File: src/verilog/paf_defs.svh
`ifndef PAF_DEFS_SVH
`define PAF_DEFS_SVH

// ----------------------------------------------------------------
// register map, byte addresses
// ----------------------------------------------------------------
`define PAF_ADDR_W 8
`define PAF_OFF_PORT_OUT 8'h00
`define PAF_OFF_OUT_SEL 8'h04
`define PAF_OFF_PULL_SEL 8'h08
`define PAF_OFF_PIN_IN 8'h0C
`define PAF_OFF_PC_GROUP 8'h10
`define PAF_OFF_PC_MASK 8'h14
`define PAF_OFF_ANA_OFF 8'h18

// ----------------------------------------------------------------
// reset values and field positions
// ----------------------------------------------------------------
`define PAF_RST_BYTE 8'h00
`define PAF_RST_BIT 1'b0
`define PAF_ZERO_PAD 24'h00_0000
`define PAF_GROUP0_EN_BIT 0
`define PAF_BYTE_LANE 0
`define PAF_BIT_CMP_POS 1
`define PAF_BIT_CMP_NEG 2
`define PAF_BIT_T0_CLK 4
`define PAF_BIT_CMP_B 5
`define PAF_NPINS 8

`endif

File: src/verilog/paf_pkg.sv
package paf_pkg;
  typedef logic [7:0] paf_byte_t;
  typedef enum logic [1:0] {
    PAF_RESP_OKAY = 2'b00,
    PAF_RESP_SLVERR = 2'b10
  } paf_resp_e;
endpackage : paf_pkg

File: src/verilog/paf_pin.sv
// ----------------------------------------------------------------
// one pin: override muxing of the pin controls
// ----------------------------------------------------------------
module paf_pin (
  input wire logic i_pull_sel,
  input wire logic i_out_sel,
  input wire logic i_port_out,
  input wire logic i_sleep,
  input wire logic i_pull_override_en,
  input wire logic i_pull_override_val,
  input wire logic i_drive_override_en,
  input wire logic i_drive_override_val,
  input wire logic i_level_override_en,
  input wire logic i_level_override_val,
  input wire logic i_input_gate_override_en,
  input wire logic i_input_gate_override_val,
  output logic o_pull,
  output logic o_drive,
  output logic o_level,
  output logic o_gate
);
  always_comb begin
    o_pull = i_pull_override_en ? i_pull_override_val : i_pull_sel;
    o_drive = i_drive_override_en ? i_drive_override_val : i_out_sel;
    // level only matters while driving; park low otherwise
    o_level = 1'b0;
    if (o_drive) begin
      o_level = i_level_override_en ? i_level_override_val : i_port_out;
    end
    o_gate = i_input_gate_override_en ? i_input_gate_override_val : !i_sleep;
  end
endmodule // paf_pin

File: src/verilog/paf_top.sv
// Summary of operation
// - pull-up follows override, else pull-up select bit
// - driver enable follows override, else output select
// - driven level from override value, else port bit
// - toggle override inverts the stored port bit
// - input gate follows override, else sleep state
// - raw tap before synchronizer; receiver synchronizes
// - analog line passes straight between pad, module
// - strobes shared per port, other controls per pin
// - bits feed converter channel and group-0 pin change
// - bit 1 comparator plus, bit 2 minus
// - bit 4 raw tap clocks timer zero
// - bit 5 carries compare-b, needs output select
// - gate override from mask, group enable, analog off
// - output select one means output, zero input
//
// Local design decisions: the register offsets and the AXI4-Lite slave port.
`include "paf_defs.svh"
module paf_top
  import paf_pkg::*;
(
  input wire logic I_SYS_CLK,
  input wire logic I_SRST,
  input wire logic I_SLEEP,
  input wire logic [7:0] I_PAD_IN,
  input wire logic [7:0] I_PAD_ANALOG_LINE,
  input wire logic [7:0] I_MOD_ANALOG_OUT,
  input wire logic [7:0] I_MOD_ANALOG_OE,
  input wire logic I_COMPARE_B_OUT_ENABLE,
  input wire logic I_TIMER_ZERO_COMPARE_B_OUT,
  input wire logic [`PAF_ADDR_W-1:0] I_AXI_AWADDR,
  input wire logic I_AXI_AWVALID,
  output logic O_AXI_AWREADY,
  input wire logic [31:0] I_AXI_WDATA,
  input wire logic [3:0] I_AXI_WSTRB,
  input wire logic I_AXI_WVALID,
  output logic O_AXI_WREADY,
  output logic [1:0] O_AXI_BRESP,
  output logic O_AXI_BVALID,
  input wire logic I_AXI_BREADY,
  input wire logic [`PAF_ADDR_W-1:0] I_AXI_ARADDR,
  input wire logic I_AXI_ARVALID,
  output logic O_AXI_ARREADY,
  output logic [31:0] O_AXI_RDATA,
  output logic [1:0] O_AXI_RRESP,
  output logic O_AXI_RVALID,
  input wire logic I_AXI_RREADY,
  output logic [7:0] O_PAD_OUT,
  output logic [7:0] O_PAD_OE,
  output logic [7:0] O_PAD_PULL,
  output logic [7:0] O_PAD_ANALOG_OUT,
  output logic [7:0] O_PAD_ANALOG_OE,
  output logic [7:0] O_RAW_INPUT_TAP,
  output logic [7:0] O_CONVERTER_CHANNEL,
  output logic [7:0] O_PIN_CHANGE_SOURCE,
  output logic O_COMPARATOR_POSITIVE_IN,
  output logic O_COMPARATOR_NEGATIVE_IN,
  output logic O_TIMER_ZERO_EXT_CLOCK
);
  // ----------------------------------------------------------------
  // state
  // ----------------------------------------------------------------
  paf_byte_t port_out, next_port_out;
  paf_byte_t out_sel, next_out_sel;
  paf_byte_t pull_sel, next_pull_sel;
  paf_byte_t pc_mask, next_pc_mask;
  paf_byte_t ana_off, next_ana_off;
  logic pc_group_en, next_pc_group_en;
  paf_byte_t sync1, sync2;
  paf_byte_t pad_out, pad_oe, pad_pull;
  logic aw_held, next_aw_held;
  logic w_held, next_w_held;
  logic [`PAF_ADDR_W-1:0] aw_addr, next_aw_addr;
  logic [7:0] w_data, next_w_data;
  logic w_lane, next_w_lane;
  logic bvalid, next_bvalid;
  paf_resp_e bresp, next_bresp;
  logic rvalid, next_rvalid;
  paf_resp_e rresp, next_rresp;
  logic [31:0] rdata, next_rdata;
  logic wr_fire;

  // ----------------------------------------------------------------
  // override sources for port A
  // ----------------------------------------------------------------
  paf_byte_t pull_oe, pull_ov, drive_oe, drive_ov, level_oe, level_ov;
  paf_byte_t toggle_oe, gate_oe, gate_ov;
  paf_byte_t pin_pull, pin_drive, pin_level, pin_gate, raw_tap;

  always_comb begin
    pull_oe = `PAF_RST_BYTE;
    pull_ov = `PAF_RST_BYTE;
    drive_oe = `PAF_RST_BYTE;
    drive_ov = `PAF_RST_BYTE;
    level_oe = `PAF_RST_BYTE;
    level_ov = `PAF_RST_BYTE;
    toggle_oe = `PAF_RST_BYTE;
    level_oe[`PAF_BIT_CMP_B] = I_COMPARE_B_OUT_ENABLE;
    level_ov[`PAF_BIT_CMP_B] = I_TIMER_ZERO_COMPARE_B_OUT;
    gate_ov = pc_mask & {`PAF_NPINS{pc_group_en}};
    gate_oe = gate_ov | ana_off;
  end

  // per pin controls are private; sleep is common to every pin
  genvar gi;
  generate
    for (gi = 0; gi < `PAF_NPINS; gi++) begin : g_pin
      paf_pin u_pin (
        .i_pull_sel(pull_sel[gi]),
        .i_out_sel(out_sel[gi]),
        .i_port_out(port_out[gi]),
        .i_sleep(I_SLEEP),
        .i_pull_override_en(pull_oe[gi]),
        .i_pull_override_val(pull_ov[gi]),
        .i_drive_override_en(drive_oe[gi]),
        .i_drive_override_val(drive_ov[gi]),
        .i_level_override_en(level_oe[gi]),
        .i_level_override_val(level_ov[gi]),
        .i_input_gate_override_en(gate_oe[gi]),
        .i_input_gate_override_val(gate_ov[gi]),
        .o_pull(pin_pull[gi]),
        .o_drive(pin_drive[gi]),
        .o_level(pin_level[gi]),
        .o_gate(pin_gate[gi])
      );
    end
  endgenerate

  // ----------------------------------------------------------------
  // input path and alternate outputs
  // ----------------------------------------------------------------
  // the tap must not be registered: a clock source cannot afford a
  // synchronizer, so these outputs are combinational by intent
  always_comb begin
    raw_tap = I_PAD_IN & pin_gate;
    O_RAW_INPUT_TAP = raw_tap;
    O_PIN_CHANGE_SOURCE = raw_tap;
    O_TIMER_ZERO_EXT_CLOCK = raw_tap[`PAF_BIT_T0_CLK];
    O_CONVERTER_CHANNEL = I_PAD_ANALOG_LINE;
    O_COMPARATOR_POSITIVE_IN = I_PAD_ANALOG_LINE[`PAF_BIT_CMP_POS];
    O_COMPARATOR_NEGATIVE_IN = I_PAD_ANALOG_LINE[`PAF_BIT_CMP_NEG];
    O_PAD_ANALOG_OUT = I_MOD_ANALOG_OUT;
    O_PAD_ANALOG_OE = I_MOD_ANALOG_OE;
  end

  always_ff @(posedge I_SYS_CLK) begin
    if (I_SRST) begin
      sync1 <= `PAF_RST_BYTE;
      sync2 <= `PAF_RST_BYTE;
      pad_out <= `PAF_RST_BYTE;
      pad_oe <= `PAF_RST_BYTE;
      pad_pull <= `PAF_RST_BYTE;
    end else begin
      sync1 <= raw_tap;
      sync2 <= sync1;
      pad_out <= pin_level;
      pad_oe <= pin_drive;
      pad_pull <= pin_pull;
    end
  end

  // ----------------------------------------------------------------
  // register bus slave
  // ----------------------------------------------------------------
  function automatic logic is_mapped(input logic [`PAF_ADDR_W-1:0] a);
    is_mapped = (a == `PAF_OFF_PORT_OUT) || (a == `PAF_OFF_OUT_SEL) ||
                (a == `PAF_OFF_PULL_SEL) || (a == `PAF_OFF_PIN_IN) ||
                (a == `PAF_OFF_PC_GROUP) || (a == `PAF_OFF_PC_MASK) ||
                (a == `PAF_OFF_ANA_OFF);
  endfunction

  assign wr_fire = aw_held && w_held && !bvalid;

  always_comb begin
    next_aw_held = aw_held;
    next_w_held = w_held;
    next_aw_addr = aw_addr;
    next_w_data = w_data;
    next_w_lane = w_lane;
    next_bvalid = bvalid;
    next_bresp = bresp;
    next_port_out = port_out ^ toggle_oe;
    next_out_sel = out_sel;
    next_pull_sel = pull_sel;
    next_pc_mask = pc_mask;
    next_ana_off = ana_off;
    next_pc_group_en = pc_group_en;
    if (I_AXI_AWVALID && O_AXI_AWREADY) begin
      next_aw_held = 1'b1;
      next_aw_addr = I_AXI_AWADDR;
    end
    if (I_AXI_WVALID && O_AXI_WREADY) begin
      next_w_held = 1'b1;
      next_w_data = I_AXI_WDATA[7:0];
      next_w_lane = I_AXI_WSTRB[`PAF_BYTE_LANE];
    end
    if (bvalid && I_AXI_BREADY) begin
      next_bvalid = 1'b0;
    end
    if (wr_fire) begin
      next_aw_held = 1'b0;
      next_w_held = 1'b0;
      next_bvalid = 1'b1;
      next_bresp = is_mapped(aw_addr) ? PAF_RESP_OKAY : PAF_RESP_SLVERR;
      if (w_lane) begin
        unique case (aw_addr)
          `PAF_OFF_PORT_OUT: next_port_out = w_data;
          `PAF_OFF_OUT_SEL: next_out_sel = w_data;
          `PAF_OFF_PULL_SEL: next_pull_sel = w_data;
          `PAF_OFF_PIN_IN: next_port_out = port_out ^ toggle_oe ^ w_data;
          `PAF_OFF_PC_GROUP: next_pc_group_en = w_data[`PAF_GROUP0_EN_BIT];
          `PAF_OFF_PC_MASK: next_pc_mask = w_data;
          `PAF_OFF_ANA_OFF: next_ana_off = w_data;
          default: next_bresp = PAF_RESP_SLVERR;
        endcase
      end
    end
  end

  always_comb begin
    next_rvalid = rvalid;
    next_rresp = rresp;
    next_rdata = rdata;
    if (rvalid && I_AXI_RREADY) begin
      next_rvalid = 1'b0;
    end
    if (I_AXI_ARVALID && O_AXI_ARREADY) begin
      next_rvalid = 1'b1;
      next_rresp = PAF_RESP_OKAY;
      unique case (I_AXI_ARADDR)
        `PAF_OFF_PORT_OUT: next_rdata = {`PAF_ZERO_PAD, port_out};
        `PAF_OFF_OUT_SEL: next_rdata = {`PAF_ZERO_PAD, out_sel};
        `PAF_OFF_PULL_SEL: next_rdata = {`PAF_ZERO_PAD, pull_sel};
        `PAF_OFF_PIN_IN: next_rdata = {`PAF_ZERO_PAD, sync2};
        `PAF_OFF_PC_GROUP: next_rdata = {`PAF_ZERO_PAD, 7'h00, pc_group_en};
        `PAF_OFF_PC_MASK: next_rdata = {`PAF_ZERO_PAD, pc_mask};
        `PAF_OFF_ANA_OFF: next_rdata = {`PAF_ZERO_PAD, ana_off};
        default: begin
          next_rdata = {`PAF_ZERO_PAD, `PAF_RST_BYTE};
          next_rresp = PAF_RESP_SLVERR;
        end
      endcase
    end
  end

  always_ff @(posedge I_SYS_CLK) begin
    if (I_SRST) begin
      port_out <= `PAF_RST_BYTE;
      out_sel <= `PAF_RST_BYTE;
      pull_sel <= `PAF_RST_BYTE;
      pc_mask <= `PAF_RST_BYTE;
      ana_off <= `PAF_RST_BYTE;
      pc_group_en <= `PAF_RST_BIT;
      aw_held <= `PAF_RST_BIT;
      w_held <= `PAF_RST_BIT;
      aw_addr <= `PAF_OFF_PORT_OUT;
      w_data <= `PAF_RST_BYTE;
      w_lane <= `PAF_RST_BIT;
      bvalid <= `PAF_RST_BIT;
      bresp <= PAF_RESP_OKAY;
      rvalid <= `PAF_RST_BIT;
      rresp <= PAF_RESP_OKAY;
      rdata <= {`PAF_ZERO_PAD, `PAF_RST_BYTE};
      O_AXI_AWREADY <= `PAF_RST_BIT;
      O_AXI_WREADY <= `PAF_RST_BIT;
      O_AXI_ARREADY <= `PAF_RST_BIT;
    end else begin
      port_out <= next_port_out;
      out_sel <= next_out_sel;
      pull_sel <= next_pull_sel;
      pc_mask <= next_pc_mask;
      ana_off <= next_ana_off;
      pc_group_en <= next_pc_group_en;
      aw_held <= next_aw_held;
      w_held <= next_w_held;
      aw_addr <= next_aw_addr;
      w_data <= next_w_data;
      w_lane <= next_w_lane;
      bvalid <= next_bvalid;
      bresp <= next_bresp;
      rvalid <= next_rvalid;
      rresp <= next_rresp;
      rdata <= next_rdata;
      // ready is granted a cycle ahead, so one write is held at a time
      O_AXI_AWREADY <= !next_aw_held && !next_bvalid;
      O_AXI_WREADY <= !next_w_held && !next_bvalid;
      O_AXI_ARREADY <= !next_rvalid;
    end
  end

  assign O_AXI_BVALID = bvalid;
  assign O_AXI_BRESP = bresp;
  assign O_AXI_RVALID = rvalid;
  assign O_AXI_RRESP = rresp;
  assign O_AXI_RDATA = rdata;
  assign O_PAD_OUT = pad_out;
  assign O_PAD_OE = pad_oe;
  assign O_PAD_PULL = pad_pull;
endmodule // paf_top
File: config.mk
export PLATFORM = sky130hd
export DESIGN_NAME = paf_top
export DESIGN_NICKNAME = d
export VERILOG_FILES = /design/src/verilog/paf_pkg.sv /design/src/verilog/paf_pin.sv /design/src/verilog/paf_top.sv
export VERILOG_INCLUDE_DIRS = /design/src /design/src/verilog
export SDC_FILE = /design/constraint.sdc
export NUM_CORES = 1
export LEC_CHECK = 0
export BUFFER_PORTS_ARGS = -buffer_cell sky130_fd_sc_hd__buf_4
export CORE_MARGIN = 8
export CORE_UTILIZATION = 46
export CTS_BUF_LIST = sky130_fd_sc_hd__clkbuf_4
export CTS_CLUSTER_DIAMETER = 40
export DETAILED_ROUTE_END_ITERATION = 8
export HOLD_SLACK_MARGIN = 0.06
export MAX_ROUTING_LAYER = met4
export PLACE_DENSITY_LB_ADDON = 0.1
export SKIP_CTS_REPAIR_TIMING = 1
export SYNTH_ARGS = -nofsm -noshare
export SYNTH_HDL_FRONTEND = slang
export SYNTH_SLANG_ARGS = --single-unit
export TNS_END_PERCENT = 1
File: constraint.sdc
create_clock -name I_SYS_CLK -period 1.5 [get_ports I_SYS_CLK]
set_input_delay 0.225 -clock I_SYS_CLK [delete_from_list [all_inputs] [get_ports I_SYS_CLK]]
set_output_delay 0.225 -clock I_SYS_CLK [all_outputs]
set_load 0.03 [all_outputs]
# [Yosys cells after proc, flatten, opt, wreduce, memory -nomap -nowiden]
# Index checks and enable logic that the tools add are counted.
# W data, S select, Z words.
[word_totals] inputBits=94 register_bits=141 out_inout_bits=108 wordCells=118
[classes] n_mux=23 reduce_logical=40 eq_ne=12 bitwise=12
[op_table] operator="$pmux W8 S7" n=1
[op_table] operator="$eq A8 B5 Y1 const B" n=6
[op_table] operator="$eq A8 B4 Y1 const B" n=4
[op_table] operator="$reduce_and A3 Y1" n=6
[op_table] operator="$mux W1" n=17
[op_table] operator="$and A8 B8 Y8" n=2
[op_table] operator="$eq A8 B3 Y1 const B" n=2
[op_table] operator="$logic_not A8 Y1" n=2
[op_table] operator="$pmux W8 S2" n=1
[op_table] operator="$reduce_or A2 Y1" n=8
[op_table] operator="$reduce_or A7 Y1" n=2
[op_table] operator="$logic_and A1 B1 Y1" n=9
[op_table] operator="$mux W2" n=4
[op_table] operator="$not A1 Y1" n=8
[op_table] operator="$or A8 B8 Y8" n=1
[op_table] operator="$xor A8 B8 Y8" n=1
[op_table] operator="$logic_not A1 Y1" n=6
[op_table] operator="$logic_or A1 B1 Y1" n=6
[op_table] operator="$reduce_bool A2 Y1" n=1

# [Logic depth before layout (Yosys ltp)]
# Gate-level depths: netlist of the first run.
[logic_depth] word_depth=10 depth_mapped=7 mapped_depth_nobuf=4

# [By module]
# From an unflattened synthesis of the first run, not the netlist that was laid out.
[unflattened] hier_cells=584 hier_area_um2=5464.0
[modules_own_cells] module="paf_top" seq_area_each_um2=2302.2 cells_each=536 area_per_inst_um2=4993.5 n_inst=1
[modules_own_cells] module="paf_pin" seq_area_each_um2=0.0 cells_each=6 area_per_inst_um2=58.8 n_inst=8

# [Worst setup path after synthesis of the first run]
# No wires, ideal clock.
[synth_timing] kind="reg-to-reg" start="register bvalid (netlist: O_AXI_BVALID)" end="register pc_mask[0]" t_arrival_ps=1604 required_time_ps=1430 path_stages_with_launch=6 path_buffers=1 period_less_slack_ps=1674 path_slack_ps=-174 setup_time_ps=70 cell_sequence="dfxtp_1 nand4b_1 nor3b_1 buf_2 nand3_1 a21oi_1"
[synth_via] elab_chain_cells=3
[synth_rtl] item="start, declared" line="paf_top.sv:76" text="logic bvalid, next_bvalid;"
[synth_rtl] item="start signal, assigned" line="paf_top.sv:259" text="bvalid <= `PAF_RST_BIT;"
[synth_rtl] item="start signal, assigned" line="paf_top.sv:279" text="bvalid <= next_bvalid;"
[synth_rtl] item="$logic_not A1 Y1" line="paf_top.sv:172" text="assign wr_fire = aw_held && w_held && !bvalid;"
[synth_rtl] item="$logic_and A1 B1 Y1" line="paf_top.sv:172"
[synth_rtl] item="$reduce_and A3 Y1 (no source line)"
[synth_rtl] item="end signal, assigned" line="paf_top.sv:251" text="pc_mask <= `PAF_RST_BYTE;"
[synth_rtl] item="end signal, assigned" line="paf_top.sv:271" text="pc_mask <= next_pc_mask;"
[synth_rtl] item="end, declared" line="paf_top.sv:66" text="paf_byte_t pc_mask, next_pc_mask;"
# No other way between the ends.
# A chain may end at the register's enable or synchronous reset.

# [Final worst setup path of the first run]
[layout_timing] start="register aw_addr[0]" end="register out_sel[7]"
[layout_via] elab_chain_cells=2
[layout_rtl] item="start, declared" line="paf_top.sv:73" text="logic [`PAF_ADDR_W-1:0] aw_addr, next_aw_addr;"
[layout_rtl] item="start signal, assigned" line="paf_top.sv:256" text="aw_addr <= `PAF_OFF_PORT_OUT;"
[layout_rtl] item="start signal, assigned" line="paf_top.sv:276" text="aw_addr <= next_aw_addr;"
[layout_rtl] item="$eq A8 B3 Y1" line="paf_top.sv:206" text="unique case (aw_addr)"
[layout_rtl] item="$reduce_and A3 Y1 (no source line)"
[layout_rtl] item="end signal, assigned" line="paf_top.sv:249" text="out_sel <= `PAF_RST_BYTE;"
[layout_rtl] item="end signal, assigned" line="paf_top.sv:269" text="out_sel <= next_out_sel;"
[layout_rtl] item="end, declared" line="paf_top.sv:64" text="paf_byte_t out_sel, next_out_sel;"
# No other way between the ends.

==> flow_summary.ini, run 1 <==
[synthesis]
ys_warn_count = 0
synth_fa_ha_area_share_pct = 0
synth-compound-area-share_pct = 17.0
syn-mean-instance-area_sq_um = 8.84
ys_seq_elements = 115
synth_mux_area_share_pct = 4.74
synth_top_family_by_area = simple AND/OR/NAND/NOR gates
synth.yosys.seq_area_share_pct = 44.7
ys_types = 49
synth_edf_count = 0
synthFlopType = dfxtp_1
async_reset_ff_share_pct = 0
synth_cells = 583
synthSimpleGateAreaFrac_pct = 21.1
synth_area_sq_um = 5150
synth_xor_area_share_pct = 0.170

[sta]
drv_slew = 0
rsz0062_at_grt = yes
worst_slew_pin_slew_ns = 0.558
hold_viol = 0
skew_ns = 0.0113
relSlewSlack_pct = 62.7
fmax_mhz = 584
setup_viol = 58
fin_crit_ns = 1.71
setup_tns_ns = -9.06
fin_crit_sh_pct = 114
setup_ws_ns = -0.211

[critical_path]
r2r_setup_slack_ns = -0.21
crit_start = aw_addr[0]$_SDFFE_PP0P_
timing.rr.end = out_sel[7]$_SDFFE_PP0P_
crit_arrival_ns = 2.16
cpPeakStageDelay_ns = 0.58
criticalPathCategory = flop to flop
crit_slowest_cell = or4_4
cp.required_ns = 1.95
rr_worst_depth = 6
startpoint_type = flop
cp_max_fo = 16
crit_chain = buf_4 -> or4_4 -> nor3_4 -> buf_12 -> nand3_1 -> a21oi_1
endpoint_kind = flop
r2r_start = aw_addr[0]$_SDFFE_PP0P_

[global_routing]
grt_first_pass_wirelength_um = 21800
grt_overflow = 0
gr-usage-all-layers_pct = 19.1
antenna_found_initial = 0
grt_max_degree = 41
grt_pass1_vias = 4366

[worst_hold_path]
hold_path.class = primary input to flop
hp-start = I_PAD_IN[5]
min_to = sync1[5]$_SDFF_PP0_
hold_depth = 3

[clock_tree]
clock_path_buffers = 2
clk_latency_ns = 0.52
clk_pin_slew_ns = 0.11
numClockSinks = 115
cts_buffers = 17
cts_tree = done
cts-root-buf = clkbuf_4
htreeDepth = 4

[route]
ant_nets = 0
drc = 0
drt_pre_antenna_iters = 4
wire_per_inst_um = 16.5
vias = 4459
via_per_inst = 5.21
drt-total-wl_um = 14100
drt_iter0_drc = 281

[die]
ios = 202
die_h_um = 122
rows = 38
dieWidth_um = 122
dieArea_sq_um = 14800
start_util_pct = 47.3
core_area_sq_um = 10900

[finish]
diodes = 0
nets = 797
post-route-util_pct = 61.8
syn2layout_area_growth_pct = 30.5
drive_gt1_share_pct = 32.4
mostFrequentLayoutCell = buf_4
layout_common_cells = buf_4 (124), dfxtp_1 (112), nand2_1 (52)
final_area_sq_um = 6730

[power_and_ir_drop]
leakage_uw = 0.00275
ir_worst_vdd_mv = 0.539
power_density_nw_per_um2 = 966

[job]
maxCapViolCount = 0

[placement]
hpwl_um = 10100
io_buffers = 98
place_congestion = 0.868
dpl_cell_area_sq_um = 5950

[status]
violations = setup timing
status = finished, violations left
[cells by family (layout without fill, tap and decap cells)]
group | Yosys count | after routing
AND/OR/NAND/NOR | 201 | 201
AO/OA/AOI/OAI | 144 | 144
flip-flops | 115 | 115
buffers and inverters | 101 | 209
multiplexers | 20 | 20
other | 1 | 26
XOR/XNOR | 1 | 1
[Yosys cell counts, drive strengths merged, types with 2 or more instances]
master	number	area, sq um
dfxtp	115	2300
buf	72	519
nand2	58	218
a21oi	57	285
o21ai	51	255
nand3	40	200
nor2b	38	238
clkbuf	25	93.8
and2	21	131
mux2i	12	120
nor2	10	40.0
nor3	10	77.6
or4	9	71.3
a41o	8	80.1
a22o	6	52.6
a22oi	6	45.0
mux2	5	56.3
o2bb2ai	5	43.8
a311oi	3	26.3
inv	3	11.3
mux4	3	67.6
nor4	3	25.0
a2bb2oi	2	17.5
a32oi	2	17.5
and3	2	12.5
o32ai	2	17.5
or3	2	12.5
[worst max-delay path by stage]
stage / end / depth (start not counted)
after floorplan: pc_group_en$_SDFFE_PP0P_ / 5
after global placement: port_out[4]$_SDFFE_PP0P_ / 5
after detailed placement: out_sel[2]$_SDFFE_PP0P_ / 6
after CTS: O_PIN_CHANGE_SOURCE[4] / 4
after global routing: O_RAW_INPUT_TAP[4] / 5
final: out_sel[7]$_SDFFE_PP0P_ / 6
[through the flow]
| step | std cells | hold WS, ns | total power, uW | setup WS, ns |
|---|---|---|---|---|
| after CTS | 828 | -0.0930 | 6450 | -0.441 |
| after global placement | 796 | 0.427 | 4020 | -0.163 |
| after global routing | 856 | 0.0661 | 6790 | -0.293 |
| final | 856 | 0.0932 | 6500 | -0.211 |
| after detailed placement | 796 | 0.429 | 4030 | -0.200 |
| after floorplan | 608 | 0.361 | 3880 | -0.0550 |
[power by group]
part / internal (uW) / switching, uW / leakage, uW / total (uW)
clock network: 1170 / 1270 / 0.000163 / 2440
registers: 3100 / 29.9 / 0.000933 / 3130
logic: 383 / 542 / 0.00165 / 924
total: 4660 / 1840 / 0.00275 / 6500
[critical path: cells and delay by family, from the launching register on]
family / cells / cell delay [ns]
AO/OA/AOI/OAI: 1 / 0.15
buffers and inverters: 2 / 0.30
AND/OR/NAND/NOR: 3 / 0.86
flip-flops: 1 / 0.34
[layer usage]
metal | share of wire, % | wire length [um] | global-route usage (%)
met1 | 39 | 5520 | 21.7
met2 | 50 | 7080 | 31.0
met3 | 8.2 | 1160 | 5.51
met5 | 0 | 0 | -
met4 | 2.4 | 336 | 7.94
[state kept, by name (all words and copies together) (netlist names), 8 cells and up]
signal	count
O_AXI_RDATA	8
O_PAD_OE	8
O_PAD_OUT	8
O_PAD_PULL	8
ana_off	8
aw_addr	8
out_sel	8
pc_mask	8
port_out	8
pull_sel	8
sync1	8
sync2	8
w_data	8
[layout make-up]
cell class                 instances  area [sq um]
clock inverter                    15           181
sequential                       115          2310
inverter                           4          15.0
timing repair buffer             173          1500
multi-input combinational        392          2420
tap                              140           175
fill                             958          4160
clock buffer                      17           128
(Power assumes the default switching activity.)
==> run 2, diff against run 1 <==
--- a/config.mk
+++ b/config.mk
@@ -14,7 +14,7 @@
 export DETAILED_ROUTE_END_ITERATION = 8
 export HOLD_SLACK_MARGIN = 0.06
 export MAX_ROUTING_LAYER = met4
-export PLACE_DENSITY_LB_ADDON = 0.1
+export PLACE_DENSITY = 0.84
 export SKIP_CTS_REPAIR_TIMING = 1
 export SYNTH_ARGS = -nofsm -noshare
 export SYNTH_HDL_FRONTEND = slang
==> flow_summary.ini, run 2 (synthesis results as in run 1) <==
[power_and_ir_drop]
leakage_uw = 0.00270
p_int_uw = 4800
p_comb_share_pct = 14.1
ir_worst_vdd_mv = 0.526
pwr-share-seq_pct = 48.2
p_total_uw = 6500
p_clk_share_pct = 37.7
p_sw_share_pct = 26.2
power_density_nw_per_um2 = 985
p_sw_uw = 1710

[finish]
post-route-util_pct = 60.7
final_area_sq_um = 6600
syn2layout_area_growth_pct = 28.2
nets = 789
mostFrequentLayoutCell = buf_4
diodes = 0
layout_common_cells = buf_4 (125), dfxtp_1 (112), nand2_1 (55)
fin_cells = 847
drive_gt1_share_pct = 30.7

[global_routing]
grt_overflow = 0
grt_max_degree = 39
grt_first_pass_wirelength_um = 21900
grt_pass1_vias = 4487
gr-usage-all-layers_pct = 19.1
antenna_found_initial = 0

[critical_path]
cp_max_fo = 6
crit_arrival_ns = 1.49
cpPeakStageDelay_ns = 0.40
criticalPathCategory = flop to output port
cp_top_family = flip-flops
endpoint_kind = output port
crit_chain = buf_6 -> nand2_1 -> o21ai_2 -> and2_4 -> buf_6
r2r_start = aw_addr[0]$_SDFFE_PP0P_
worst-path-buf-inv = 2
crit_slowest_cell = dfxtp_4
startpoint_type = flop
crit_start = pc_group_en$_SDFFE_PP0P_
cpMostUsedCell = buf_6
cp.required_ns = 1.27

[die]
core_area_sq_um = 10900
ios = 202
dieWidth_um = 122
rows = 38
start_util_pct = 47.3
dieArea_sq_um = 14800
die_h_um = 122

[clock_tree]
clk_pin_slew_ns = 0.11
htreeDepth = 4
cts_tree = done
clk_latency_ns = 0.53
cts_buffers = 17
clock_path_buffers = 2
cts-root-buf = clkbuf_4
numClockSinks = 115

[sta]
fin_crit_ns = 1.72
fmax_mhz = 583
setup_viol = 59
rsz0062_at_grt = yes
hold_viol = 0
setup_ws_ns = -0.216
relSlewSlack_pct = 66.2
worst_slew_pin_slew_ns = 0.506
drv_slew = 0
skew_ns = 0.0243
fin_crit_sh_pct = 114

[route]
wire_per_inst_um = 17.0
via_per_inst = 5.42
drt_pre_antenna_iters = 6
drt-total-wl_um = 14400
drt_iter0_drc = 477
vias = 4594
drc = 0
ant_nets = 0

[placement]
io_buffers = 98
place_congestion = 0.965
dpl.cell_count = 792
dpl_cell_area_sq_um = 5910
hpwl_um = 10200
dp_slack_ns = -0.197

[worst_hold_path]
hold_path.class = primary input to flop
hp-start = I_PAD_IN[6]

[status]
status = finished, violations left
violations = setup timing

[job]
maxCapViolCount = 0
## run 2: cell count changes in the layout (fill, tap and decap cells not counted), sizes merged
cell         delta
clkbuf          +2
dlygate4sd3     -3
bufinv          +1
buf             -5
inv             -3
clkinvlp        -1
## run 2: final cells by class
type	count	area (sq um)
Clock buffer	19	143
Clock inverter	12	164
Fill cell	881	4280
Inverter	4	15.0
Multi-Input combinational cell	392	2410
Sequential cell	115	2310
Tap cell	140	175
Timing Repair Buffer	165	1390
## run 2: metrics by stage
step                      setup TNS, ns  hold WS (ns)
final                             -5.71        0.0777
after global routing              -9.45        0.0573
after CTS                        -10.84       -0.0919
after detailed placement          -3.46         0.431
after global placement            -1.85         0.424
after floorplan                  -0.825         0.361
## run 2: worst register-to-register path, stage by stage, from the launching register on
cell     delay [ns]
dfxtp_2        0.36
or4_4          0.58
nor3_4         0.17
buf_12         0.17
nand3_1        0.10
a21oi_1        0.14
## run 2: final timing paths
path         slack (ns)                       to  cells after the start
max               -0.22       O_RAW_INPUT_TAP[2]                      5
min                0.08      sync1[6]$_SDFF_PP0_                      3
max reg2reg       -0.11  pc_mask[7]$_SDFFE_PP0P_                      5
min reg2reg        0.45      sync2[7]$_SDFF_PP0_                      1
## run 2: power groups by stage
stage | registers (uW) | clock network (uW) | logic (uW)
2_1_floorplan | 3230 | 0 | 647
3_3_place_gp | 3200 | 0 | 789
3_5_place_dp | 3210 | 0 | 810
4_1_cts | 3140 | 2490 | 812
5_1_grt | 3140 | 2640 | 974
6_report | 3140 | 2450 | 916
## run 2: per-layer routing
metal	wire, um	GRT usage, %	share of wire (%)
met1	5420	20.4	38
met2	7090	31.2	49
met3	1380	6.11	9.6
met4	533	10.1	3.7
met5	0	-	0
==> run 3, diff against run 2 <==
--- a/config.mk
+++ b/config.mk
@@ -15,6 +15,7 @@
 export HOLD_SLACK_MARGIN = 0.06
 export MAX_ROUTING_LAYER = met4
 export PLACE_DENSITY = 0.84
+export SETUP_SLACK_MARGIN = 0.3
 export SKIP_CTS_REPAIR_TIMING = 1
 export SYNTH_ARGS = -nofsm -noshare
 export SYNTH_HDL_FRONTEND = slang
==> flow_summary.ini, run 3 (synthesis results as in run 1) <==
[power_and_ir_drop]
power_density_nw_per_um2 = 961
p_comb_share_pct = 14.1
pwr-share-seq_pct = 48.0
p_clk_share_pct = 37.8
ir_worst_vdd_mv = 0.535
p_sw_share_pct = 26.5
leakage_uw = 0.00276
p_sw_uw = 1740
p_int_uw = 4810

[die]
rows = 38
start_util_pct = 47.3
ios = 202
core_area_sq_um = 10900
dieArea_sq_um = 14800
die_h_um = 122
dieWidth_um = 122

[finish]
fin_cells = 847
fillers = 839
nets = 789
mostFrequentLayoutCell = buf_4
drive_gt1_share_pct = 36.2
post-route-util_pct = 62.5
syn2layout_area_growth_pct = 32.1
diodes = 0
layout_common_cells = buf_4 (86), dfxtp_1 (75), nand2_1 (54), buf_6 (54), a21oi_1 (48)

[global_routing]
grt_pass1_vias = 4487
antenna_found_initial = 0
gr-usage-all-layers_pct = 19.1
grt_max_degree = 39
grt_first_pass_wirelength_um = 21900
grt_overflow = 0

[sta]
rsz0062_at_grt = yes
setup_viol = 59
drv_slew = 0
fmax_mhz = 578
skew_ns = 0.0258
hold_viol = 0
fin_crit_sh_pct = 115
setup_ws_ns = -0.229
fin_crit_ns = 1.73

[clock_tree]
numClockSinks = 115
clk_pin_slew_ns = 0.11
cts_tree = done
cts_buffers = 17
cts-root-buf = clkbuf_4
clk_latency_ns = 0.53
htreeDepth = 4
clock_path_buffers = 2

[route]
ant_nets = 0
drc = 0
wire_per_inst_um = 17.3
via_per_inst = 5.50
drt_pre_antenna_iters = 7
drt-total-wl_um = 14600
vias = 4661
drt_iter0_drc = 459

[placement]
hpwl_um = 10200
dpl.cell_count = 792
place_congestion = 0.965
io_buffers = 98

[critical_path]
cp.required_ns = 1.27
timing.rr.end = pull_sel[7]$_SDFFE_PP0P_
endpoint_kind = output port
r2r_start = aw_addr[0]$_SDFFE_PP0P_
cp_max_fo = 6
r2r_setup_slack_ns = -0.11
rr_worst_depth = 5
crit_arrival_ns = 1.50
criticalPathCategory = flop to output port
startpoint_type = flop

[status]
status = finished, violations left
violations = setup timing

[worst_hold_path]
hp-start = I_PAD_IN[6]
hold_path.class = primary input to flop
min_to = sync1[6]$_SDFF_PP0_
hold_depth = 3

[job]
maxCapViolCount = 0
==> run 3: cell count changes in the layout (fill, tap and decap cells not counted) <==
cell     delta
dfxtp_4     +1
and2b_1     -1
and2b_2     +1
nand2_4     +1
buf_4      -39
nand2_1     -1
dfxtp_2    +36
dfxtp_1    -37
buf_6      +39
==> run 3: metal layers <==
metal	vias up	wire [um]	GRT usage [%]
met4	0	570	10.1
li1	2195	-	-
met3	56	1280	6.11
met2	239	7210	31.2
met5	-	0	-
met1	2171	5570	20.4
==> run 3: power groups by stage <==
| stage | sequential [uW] | clock (uW) | combinational [uW] |
|---|---|---|---|
| global route | 3150 | 2660 | 984 |
| detailed placement | 3210 | 0 | 810 |
| finish | 3140 | 2480 | 925 |
| global placement | 3200 | 0 | 789 |
| floorplan | 3230 | 0 | 647 |
| CTS | 3140 | 2490 | 812 |
==> run 3: layout make-up <==
class                   count  area, sq um  area share (%)
well taps                 140          175            2.57
inverters                   4         15.0           0.221
multi-input cells         392         2420            35.5
repair buffers            165         1530            22.5
clock buffers              19          143            2.10
clock inverters            12          164            2.41
flip-flops and latches    115         2360            34.6
==> run 3: worst max-delay path by stage <==
stage	startpoint	end	slack (ns)	cells after the start
2_1_floorplan	aw_addr[0]$_SDFFE_PP0P_	pc_group_en$_SDFFE_PP0P_	-0.05	5
3_3_place_gp	aw_addr[0]$_SDFFE_PP0P_	port_out[0]$_SDFFE_PP0P_	-0.15	4
3_5_place_dp	aw_addr[0]$_SDFFE_PP0P_	port_out[6]$_SDFFE_PP0P_	-0.20	4
4_1_cts	pc_group_en$_SDFFE_PP0P_	O_RAW_INPUT_TAP[4]	-0.49	4
5_1_grt	pc_group_en$_SDFFE_PP0P_	O_RAW_INPUT_TAP[5]	-0.29	4
6_report	pc_group_en$_SDFFE_PP0P_	O_RAW_INPUT_TAP[2]	-0.23	5
==> run 3: through the flow <==
step | worst slack, ns | total power [uW] | instance area, sq um | hold slack (ns) | setup TNS [ns]
2_1_floorplan | -0.0550 | 3880 | 5250 | 0.361 | -0.825
3_3_place_gp | -0.152 | 3990 | 5910 | 0.424 | -1.85
3_5_place_dp | -0.197 | 4020 | 5910 | 0.431 | -3.46
4_1_cts | -0.490 | 6440 | 6220 | -0.0919 | -10.84
5_1_grt | -0.286 | 6790 | 6810 | 0.0573 | -9.38
6_report | -0.229 | 6540 | 6810 | 0.0765 | -5.85
==> run 3: worst max-delay path, stage by stage (launching register included) <==
cell	delay, ns
dfxtp_4	0.40
buf_6	0.12
nand2_1	0.06
o21ai_2	0.07
and2_4	0.18
buf_6	0.13
